File: config.mk
export PLATFORM = sky130hd
export DESIGN_NAME = lorl_top
export DESIGN_NICKNAME = d
export VERILOG_FILES = /design/src/lorl_chan.v /design/src/lorl_top.v
export VERILOG_INCLUDE_DIRS = /design/src
export SDC_FILE = /design/constraint.sdc
export NUM_CORES = 1
export LEC_CHECK = 0
export BUFFER_PORTS_ARGS = -buffer_cell sky130_fd_sc_hd__buf_4
export CAP_MARGIN = 25
export CELL_PAD_IN_SITES_DETAIL_PLACEMENT = 1
export CELL_PAD_IN_SITES_GLOBAL_PLACEMENT = 1
export CORE_UTILIZATION = 45
export DETAILED_ROUTE_END_ITERATION = 12
export PLACE_DENSITY_LB_ADDON = 0.12
export SETUP_SLACK_MARGIN = 0.02
export SLEW_MARGIN = 20
export SYNTH_ARGS = -nofsm -noshare
export SYNTH_HDL_FRONTEND = slang
export SYNTH_HIERARCHICAL = 1
export SYNTH_SLANG_ARGS = --single-unit
File: constraint.sdc
create_clock -name pclk -period 6.8 [get_ports pclk]
set_input_delay 1.7 -clock pclk [delete_from_list [all_inputs] [get_ports pclk]]
set_output_delay 1.7 -clock pclk [all_outputs]
set_load 0.1 [all_outputs]
File: src/lorl_regs.vh
// Constants of the latched output relay logic: map, fields, reset values, timing
`ifndef LORL_REGS_VH
`define LORL_REGS_VH

// Sizes
`define LORL_NCH 4
`define LORL_NTRIG 7
`define LORL_NSRC 32
`define LORL_IDX_W 5
`define LORL_SLOT_W 6
`define LORL_TIME_W 16

// Timing
`define LORL_CLK_NS 4
`define LORL_TICK_NS 1000000

// Byte addresses, channel page number and per-channel register selects
`define LORL_A_CTRL 12'h000
`define LORL_A_ACK 12'h004
`define LORL_A_STATUS 12'h008
`define LORL_CH_PAGE 6'h04
`define LORL_R_CFG 2'h0
`define LORL_R_ASG_LO 2'h1
`define LORL_R_ASG_HI 2'h2
`define LORL_R_TIME 2'h3

// Fields
`define LORL_CTRL_REMOTE 0
`define LORL_CFG_INV 6:0
`define LORL_CFG_CINV 7
`define LORL_CFG_MODE 8
`define LORL_CFG_LATCH 9
`define LORL_CFG_ACK_IDX 14:10
`define LORL_CFG_ACK_EN 15
`define LORL_ASG_LO_W 24
`define LORL_ASG_HI_W 18
`define LORL_TIME_HOLD 15:0
`define LORL_TIME_OFF 31:16
`define LORL_ST_DRIVE 3:0
`define LORL_ST_LATCH 7:4
`define LORL_ST_COMB 11:8
`define LORL_ST_HEALTH 12

// Reset values and timer decrement step
`define LORL_RST_WORD 32'h0000_0000
`define LORL_RST_NCH 4'h0
`define LORL_RST_TIME 16'h0000
`define LORL_TIME_STEP 16'h0001

`endif

File: src/lorl_chan.v
// One relay channel: OR of seven triggers, latching, hold and off-delay timing
`timescale 1ns/1ns
`default_nettype none
`include "lorl_regs.vh"
module lorl_chan (
    // Clock and reset
    input wire pclk,
    input wire presetn,
    input wire tick,
    // Triggers and configuration
    input wire [`LORL_NTRIG-1:0] trig,
    input wire [`LORL_NTRIG-1:0] asg_en,
    input wire [`LORL_NTRIG-1:0] inv,
    input wire cinv,
    input wire mode,
    input wire latch_en,
    input wire ack,
    input wire [`LORL_TIME_W-1:0] hold_t,
    input wire [`LORL_TIME_W-1:0] off_t,
    // Retention
    input wire restore,
    input wire restore_val,
    // State
    output wire comb_st,
    output wire latch_q,
    output wire drive
);
    wire [`LORL_NTRIG-1:0] eff;
    wire any_asg;
    wire raw;
    wire off_done;
    wire clear_ok;
    wire state;
    wire want;
    reg latch_reg;
    reg drive_reg;
    reg [`LORL_TIME_W-1:0] off_reg;
    reg [`LORL_TIME_W-1:0] hold_reg;

    assign eff = asg_en & (trig ^ inv);
    assign any_asg = |asg_en;
    assign raw = |eff;
    assign comb_st = any_asg & (raw ^ cinv);
    assign off_done = ~raw && (off_reg == `LORL_RST_TIME);
    // Ack only counts once triggers dropped and the off-delay ran out
    assign clear_ok = off_done & (ack | ~latch_en | ~any_asg);
    assign state = latch_en ? (latch_reg | comb_st) : comb_st;
    assign want = state ^ mode;
    assign latch_q = latch_reg;
    assign drive = drive_reg;

    always @(posedge pclk or negedge presetn) begin
        if (!presetn) begin
            latch_reg <= 1'b0;
            drive_reg <= 1'b0;
            off_reg <= `LORL_RST_TIME;
            hold_reg <= `LORL_RST_TIME;
        end else begin
            // Setting wins over a clearing in the same cycle
            if (restore)
                latch_reg <= restore_val;
            else if (latch_en && comb_st)
                latch_reg <= 1'b1;
            else if (clear_ok)
                latch_reg <= 1'b0;
            if (raw)
                off_reg <= off_t;
            else if (tick && off_reg != `LORL_RST_TIME)
                off_reg <= off_reg - `LORL_TIME_STEP;
            if (want != drive_reg && hold_reg == `LORL_RST_TIME) begin
                drive_reg <= want;
                hold_reg <= hold_t;
            end else if (tick && hold_reg != `LORL_RST_TIME) begin
                hold_reg <= hold_reg - `LORL_TIME_STEP;
            end
        end
    end
endmodule // lorl_chan
`default_nettype wire

File: src/lorl_top.v
// Relay output block: APB registers, trigger selection, tick, health contact
//
// The placing of the registers and register access over APB were left to the implementer.
`timescale 1ns/1ns
`default_nettype none
`include "lorl_regs.vh"
module lorl_top #(
    parameter TICK_CYCLES = `LORL_TICK_NS / `LORL_CLK_NS
) (
    // APB
    input wire pclk,
    input wire presetn,
    input wire psel,
    input wire penable,
    input wire pwrite,
    input wire [11:0] paddr,
    input wire [31:0] pwdata,
    output reg [31:0] prdata,
    output wire pready,
    output wire pslverr,
    // Trigger and acknowledge sources
    input wire [`LORL_NSRC-1:0] trig_src,
    input wire local_clear_key,
    input wire scada_ack,
    input wire global_output_ack_signal,
    // Latch retention
    input wire latch_restore,
    input wire [`LORL_NCH-1:0] latch_restore_val,
    output wire [`LORL_NCH-1:0] latch_save_val,
    // Health
    input wire boot_done,
    input wire internal_fault,
    output wire health_contact,
    // Relay drives
    output wire [`LORL_NCH-1:0] relay_drive
);
    reg [31:0] ctrl_reg;
    reg [31:0] cfg_reg [0:`LORL_NCH-1];
    reg [`LORL_ASG_LO_W-1:0] asg_lo_reg [0:`LORL_NCH-1];
    reg [`LORL_ASG_HI_W-1:0] asg_hi_reg [0:`LORL_NCH-1];
    reg [31:0] time_reg [0:`LORL_NCH-1];
    reg [`LORL_NCH-1:0] hmi_ack_reg;
    reg [`LORL_NCH-1:0] hmi_ack_next;
    reg health_reg;
    reg [31:0] tick_cnt_reg;
    reg tick_reg;
    wire [`LORL_NCH-1:0] comb_st;
    wire [`LORL_NCH-1:0] latch_q;
    wire remote_ok;
    wire all_ack;
    wire wr_en;
    wire rd_en;
    wire ch_hit;
    wire [1:0] ch_sel;
    wire [1:0] reg_sel;
    reg hit;
    integer i;

    assign pready = 1'b1;
    assign wr_en = psel & penable & pwrite;
    assign rd_en = psel & penable & ~pwrite;
    assign ch_hit = (paddr[11:6] == `LORL_CH_PAGE);
    assign ch_sel = paddr[5:4];
    assign reg_sel = paddr[3:2];

    // Unmapped or misaligned addresses answer with an error
    always @* begin
        hit = 1'b0;
        if (paddr[1:0] != 2'h0)
            hit = 1'b0;
        else if (paddr == `LORL_A_CTRL)
            hit = 1'b1;
        else if (paddr == `LORL_A_ACK)
            hit = 1'b1;
        else if (paddr == `LORL_A_STATUS)
            hit = 1'b1;
        else if (ch_hit)
            hit = 1'b1;
    end
    assign pslverr = psel & penable & ~hit;

    // Read data
    always @* begin
        prdata = `LORL_RST_WORD;
        if (!rd_en || !hit) begin
            prdata = `LORL_RST_WORD;
        end else if (paddr == `LORL_A_CTRL) begin
            prdata = ctrl_reg;
        end else if (paddr == `LORL_A_STATUS) begin
            prdata[`LORL_ST_DRIVE] = relay_drive;
            prdata[`LORL_ST_LATCH] = latch_q;
            prdata[`LORL_ST_COMB] = comb_st;
            prdata[`LORL_ST_HEALTH] = health_reg;
        end else if (ch_hit && reg_sel == `LORL_R_CFG) begin
            prdata = cfg_reg[ch_sel];
        end else if (ch_hit && reg_sel == `LORL_R_ASG_LO) begin
            prdata[`LORL_ASG_LO_W-1:0] = asg_lo_reg[ch_sel];
        end else if (ch_hit && reg_sel == `LORL_R_ASG_HI) begin
            prdata[`LORL_ASG_HI_W-1:0] = asg_hi_reg[ch_sel];
        end else if (ch_hit && reg_sel == `LORL_R_TIME) begin
            prdata = time_reg[ch_sel];
        end
    end

    // Operator acknowledge from the panel lasts one cycle
    always @* begin
        hmi_ack_next = `LORL_RST_NCH;
        if (wr_en && paddr == `LORL_A_ACK)
            hmi_ack_next = pwdata[`LORL_NCH-1:0];
    end

    // Register writes
    always @(posedge pclk or negedge presetn) begin
        if (!presetn) begin
            ctrl_reg <= `LORL_RST_WORD;
            hmi_ack_reg <= `LORL_RST_NCH;
            for (i = 0; i < `LORL_NCH; i = i + 1) begin
                cfg_reg[i] <= `LORL_RST_WORD;
                asg_lo_reg[i] <= {`LORL_ASG_LO_W{1'b0}};
                asg_hi_reg[i] <= {`LORL_ASG_HI_W{1'b0}};
                time_reg[i] <= `LORL_RST_WORD;
            end
        end else begin
            hmi_ack_reg <= hmi_ack_next;
            if (wr_en && paddr == `LORL_A_CTRL)
                ctrl_reg <= {31'h0000_0000, pwdata[`LORL_CTRL_REMOTE]};
            if (wr_en && ch_hit && paddr[1:0] == 2'h0) begin
                if (reg_sel == `LORL_R_CFG)
                    cfg_reg[ch_sel] <= {16'h0000, pwdata[15:0]};
                else if (reg_sel == `LORL_R_ASG_LO)
                    asg_lo_reg[ch_sel] <= pwdata[`LORL_ASG_LO_W-1:0];
                else if (reg_sel == `LORL_R_ASG_HI)
                    asg_hi_reg[ch_sel] <= pwdata[`LORL_ASG_HI_W-1:0];
                else
                    time_reg[ch_sel] <= pwdata;
            end
        end
    end

    // Common timebase; one pulse per tick period
    always @(posedge pclk or negedge presetn) begin
        if (!presetn) begin
            tick_cnt_reg <= `LORL_RST_WORD;
            tick_reg <= 1'b0;
        end else if (tick_cnt_reg >= TICK_CYCLES - 1) begin
            tick_cnt_reg <= `LORL_RST_WORD;
            tick_reg <= 1'b1;
        end else begin
            tick_cnt_reg <= tick_cnt_reg + 32'h0000_0001;
            tick_reg <= 1'b0;
        end
    end

    // Health contact is energised only when healthy, so a dead device opens it
    always @(posedge pclk or negedge presetn) begin
        if (!presetn)
            health_reg <= 1'b0;
        else
            health_reg <= boot_done & ~internal_fault;
    end
    assign health_contact = health_reg;

    // Collective acknowledges need remote reset permission
    assign remote_ok = ctrl_reg[`LORL_CTRL_REMOTE];
    assign all_ack = remote_ok & (global_output_ack_signal | scada_ack);

    assign latch_save_val = latch_q;

    genvar c;
    genvar k;
    generate
        for (c = 0; c < `LORL_NCH; c = c + 1) begin : g_ch
            wire [`LORL_SLOT_W*`LORL_NTRIG-1:0] asg;
            wire [`LORL_NTRIG-1:0] tsel;
            wire [`LORL_NTRIG-1:0] aen;
            wire [`LORL_IDX_W-1:0] ack_idx;
            wire ack_sig;
            wire ack_c;
            assign asg = {asg_hi_reg[c], asg_lo_reg[c]};
            for (k = 0; k < `LORL_NTRIG; k = k + 1) begin : g_slot
                wire [`LORL_IDX_W-1:0] idx;
                assign idx = asg[`LORL_SLOT_W*k +: `LORL_IDX_W];
                assign tsel[k] = trig_src[idx];
                assign aen[k] = asg[`LORL_SLOT_W*k + `LORL_IDX_W];
            end
            assign ack_idx = cfg_reg[c][`LORL_CFG_ACK_IDX];
            // The chosen ack signal is only meaningful while latching
            assign ack_sig = cfg_reg[c][`LORL_CFG_ACK_EN] &
                             cfg_reg[c][`LORL_CFG_LATCH] & trig_src[ack_idx];
            assign ack_c = ack_sig | local_clear_key | hmi_ack_reg[c] | all_ack;
            lorl_chan u_chan (
                .pclk(pclk),
                .presetn(presetn),
                .tick(tick_reg),
                .trig(tsel),
                .asg_en(aen),
                .inv(cfg_reg[c][`LORL_CFG_INV]),
                .cinv(cfg_reg[c][`LORL_CFG_CINV]),
                .mode(cfg_reg[c][`LORL_CFG_MODE]),
                .latch_en(cfg_reg[c][`LORL_CFG_LATCH]),
                .ack(ack_c),
                .hold_t(time_reg[c][`LORL_TIME_HOLD]),
                .off_t(time_reg[c][`LORL_TIME_OFF]),
                .restore(latch_restore),
                .restore_val(latch_restore_val[c]),
                .comb_st(comb_st[c]),
                .latch_q(latch_q[c]),
                .drive(relay_drive[c])
            );
        end
    endgenerate
endmodule // lorl_top
`default_nettype wire

==> summary.md <==
| Metric | Value |
|---|---|
| Status | completed |
| Initial core utilization | 0.4550 |
| Avg Cell Area, Syn | 13.21 sq um |
| Via count | between 20000 and 30000 |
| Layout cells sized above 1 | 0.4414 |
| Inst Count DP | 3578 |
| Initial antenna violation count | 4 |
| DRT iter0 DRCs | 2654 |
| CP cell instances | buf_8 > mux4_2 > mux4_2 > mux2_2 > xor2_1 > a222oi_1 > buf_4 > a31o_1 > and3_1 > o22ai_1 > nor3_4 > buf_4 |
| Hold buffer count at CTS | 0 |
| Buf/Inv on CP | 3 |
| Layout fillers | between 7000 and 8000 |
| EDFF count, synth | 0 |
| CTS tree | done |
| Hold Path Depth | 1 |
| Placed wire-length estimate | 92710 um |
| Pwr Total | 8357 uW |
| Leakage | 0.01611 uW |
| Peak Freq | 0.1496 GHz |
| Htree depth | 3 |
| Utilization after layout | 0.5138 |
| Die X | 279.1 um |
| CP Launch Type | input port |
| Worst-margin pin slew | about 1 ns |
| Final cell count without fillers | 3697 |
| Total track usage | 0.3409 |
| TritonRoute pass-1 iters | 5 |
| Clk Latency, worst-skew pair | 0.63 ns |
| Gate Count Post-Synth | 2616 |
| Die area | 77910 sq um |
| Synth cell types | 75 |
| Register area share after synthesis | 0.3874 |
| Pwr dens | 214.2 nW/um^2 |
| Post-route cell area | 39020 sq um |
| Clock Path Buffers | 3 |
| CP required | 5.10 ns |
| Clock transition at path regs | 0.06 ns |
| PortBufs | 132 |
| GRT overflow | 0 |
| Hold Fails Final Rpt | 0 |
| Largest net degree at the start of global routing | around 120 |
| Yosys top cell area share | 0.3874 |
| Site row count | 101 |
| Rel. slew slack | 0.3113 |
| Top delay family on crit path | multiplexers |
| Routability-driven placement congestion ratio | around 0.93 |
| CTS Buf Count | between 60 and 70 |
| Final Max Tran Viols | 0 |
| Avg WL per Cell | 35.64 um |
| WP depth | 12 |
| VDD IR max | roughly 0.00017 V |
| Setup CP Type | input port to primary output |
| I/O pins | 134 |
| Clock sinks | about 540 |
| Worst clock skew | a little under 0.03 ns |
| Top post-synthesis cells by area | dfrtp_1 (39%), mux4_2 (26%), mux2_2 (13%) |
| Synth-to-Final Area Change | 12.91% |
| Core ar. | 75950 sq um |
| Tmin final | 6.686 ns |
| Final WL | 131800 um |
| Final WS setup | 0.1143 ns |
| CTS Root Buffer Type | clkbuf_16 |
| CP max FO | 32 |
| Post-synth ARST share | 1.000 |
| Nets@finish | 2726 |
| Max incr delay on CP | 0.55 ns |
| Post-DP Area | 36470 sq um |
| Critical path capture point type | primary output |
| Worst path slowest cell | mux4_2 |
| Period utilization | 0.9832 |
| Final setup viols | 0 |
| First-pass GRT wire length | 191100 um |
| Yosys top cell by area | dfrtp_1 |
| Detail Route Antenna Nets | 0 |
| Vias in the first global route | roughly 26000 |
| Setup WS pre-CTS | -0.1812 ns |
| Worst hold path class | register to register |
| DRC | 0 |
| Arrival time worst endpoint | between 4 and 5 ns |
| RSZ-0062 raised after global routing | false |
| Post-synth top flop | dfrtp_1 |
| Max reg flops | 128 |
| Vias per cell | 6.880 |
| Die H | approximately 280 um |
| Syn Std Cell Area | 34560 sq um |
| Yosys reg bits | 535 |
| Yosys warning total | 6 |
| Max_cap viols | 0 |
| Worst reg-to-reg path cell count | 11 |
## per-layer routing
| metal | vias up | routed length, um | track usage |
|---|---|---|---|
| met4 | 0 | 6721 | 0.1465 |
| met2 | 1252 | 62820 | 0.5462 |
| met3 | 252 | 10110 | 0.06234 |
| li1 | 10190 | - | - |
| met1 | 13743 | 52130 | 0.4553 |
| met5 | - | 0 | 0 |
## repair_timing
item,in CTS,in global routing
gates resized for setup,1,80
buffers inserted,1,0
endpoints found under the setup margin,2,4
cloned,0,4
pin swaps,1,4
## worst paths after layout
kind                                            startpoint                         end  slack [ns]
worst max-delay path                           trig_src[6]                  prdata[10]        0.11
max in group asynchronous                          presetn                time_reg[68]        4.52
worst min register to register  g_ch[0].u_chan/hold_reg[5]  g_ch[0].u_chan/hold_reg[5]        0.47
worst max register to register              asg_lo_reg[66]  g_ch[1].u_chan/hold_reg[9]        2.01
min in group asynchronous                          presetn             tick_cnt_reg[7]        1.03
worst min-delay path            g_ch[0].u_chan/hold_reg[5]  g_ch[0].u_chan/hold_reg[5]        0.47
## logic make-up (layout without fill, tap and decap cells)
| group | Yosys count | count (layout) | share of synthesized area |
|---|---|---|---|
| compound gates | 292 | 292 | 0.06068 |
| xor+xnor | 126 | 126 | 0.03280 |
| fa+ha+maj | 14 | 14 | 0.005069 |
| buf+inv | 326 | 361 | 0.03856 |
| flops | 535 | 535 | 0.3874 |
| mux | 814 | 814 | 0.3958 |
| other cells | 2 | 18 | 0.0002173 |
| simple gates | 507 | 507 | 0.07951 |
## through the flow
step / setup TNS, ns / hold WS (ns)
after detailed placement: -0.1812 / 0.4660
after CTS: 0 / 0.4737
after floorplan: -0.1351 / 0.4363
final: 0 / 0.4703
after global routing: 0 / 0.4895
after global placement: -0.2740 / 0.4554
## layout by cell type (no fill, tap or decap), drive strengths merged, types with 5 or more instances in the layout
| cell | synthesis | routed |
|---|---|---|
| dfrtp | 535 | 535 |
| mux4 | 402 | 402 |
| mux2 | 400 | 400 |
| buf | 82 | 208 |
| nand2 | 138 | 138 |
| clkbuf | 206 | 94 |
| nor2 | 78 | 78 |
| o21ai | 74 | 74 |
| xor2 | 69 | 69 |
| nor3 | 68 | 68 |
| xnor2 | 57 | 57 |
| nor4 | 49 | 49 |
| inv | 38 | 41 |
| a22oi | 34 | 34 |
| nand3 | 32 | 32 |
| a21oi | 31 | 31 |
| or3 | 30 | 30 |
| a21o | 22 | 22 |
| a311oi | 21 | 21 |
| nand4 | 17 | 17 |
| nor2b | 16 | 16 |
| conb | 2 | 15 |
| o22ai | 15 | 15 |
| ha | 14 | 14 |
| a221o | 13 | 13 |
| or4 | 13 | 13 |
| clkinv | 0 | 13 |
| nand3b | 12 | 12 |
| a22o | 12 | 12 |
| mux2i | 12 | 12 |
| and2 | 12 | 12 |
| nand2b | 11 | 11 |
| and3 | 8 | 8 |
| o31ai | 8 | 8 |
| o221a | 7 | 7 |
| or2 | 7 | 7 |
| a41oi | 6 | 6 |
| a211oi | 6 | 6 |
| a31oi | 5 | 5 |
| nor4b | 5 | 5 |
## synthesized netlist by cell type (27+ instances only)
cell,n
inv_1,38
mux4_2,402
mux2_2,400
buf_1,34
dfrtp_1,535
nor2_1,78
a22oi_1,34
xnor2_1,53
xor2_1,69
nor4_1,44
nand3_1,27
o21ai_0,68
clkbuf_1,206
nand2_1,135
buf_2,39
a21oi_1,31
nor3_1,65
## final cells by class
class,count,area (sq um),area share
clock inverters,21,259.0,0.006637
diodes,3,7.507,0.0001924
clock buffers,90,1832,0.04694
repair buffers,212,2091,0.05358
inverters,38,142.6,0.003655
flip-flops and latches,535,13390,0.3431
multi-input cells,1768,20010,0.5129
well taps,1030,1289,0.03303
## power breakdown
group / total, uW / internal (uW) / switching (uW)
sequential: 3620 / 3400 / 223
combinational: 1280 / 553 / 726
clock: 3460 / 1980 / 1480
total: 8360 / 5930 / 2420
Note: power is estimated with default switching activity, not from simulation.
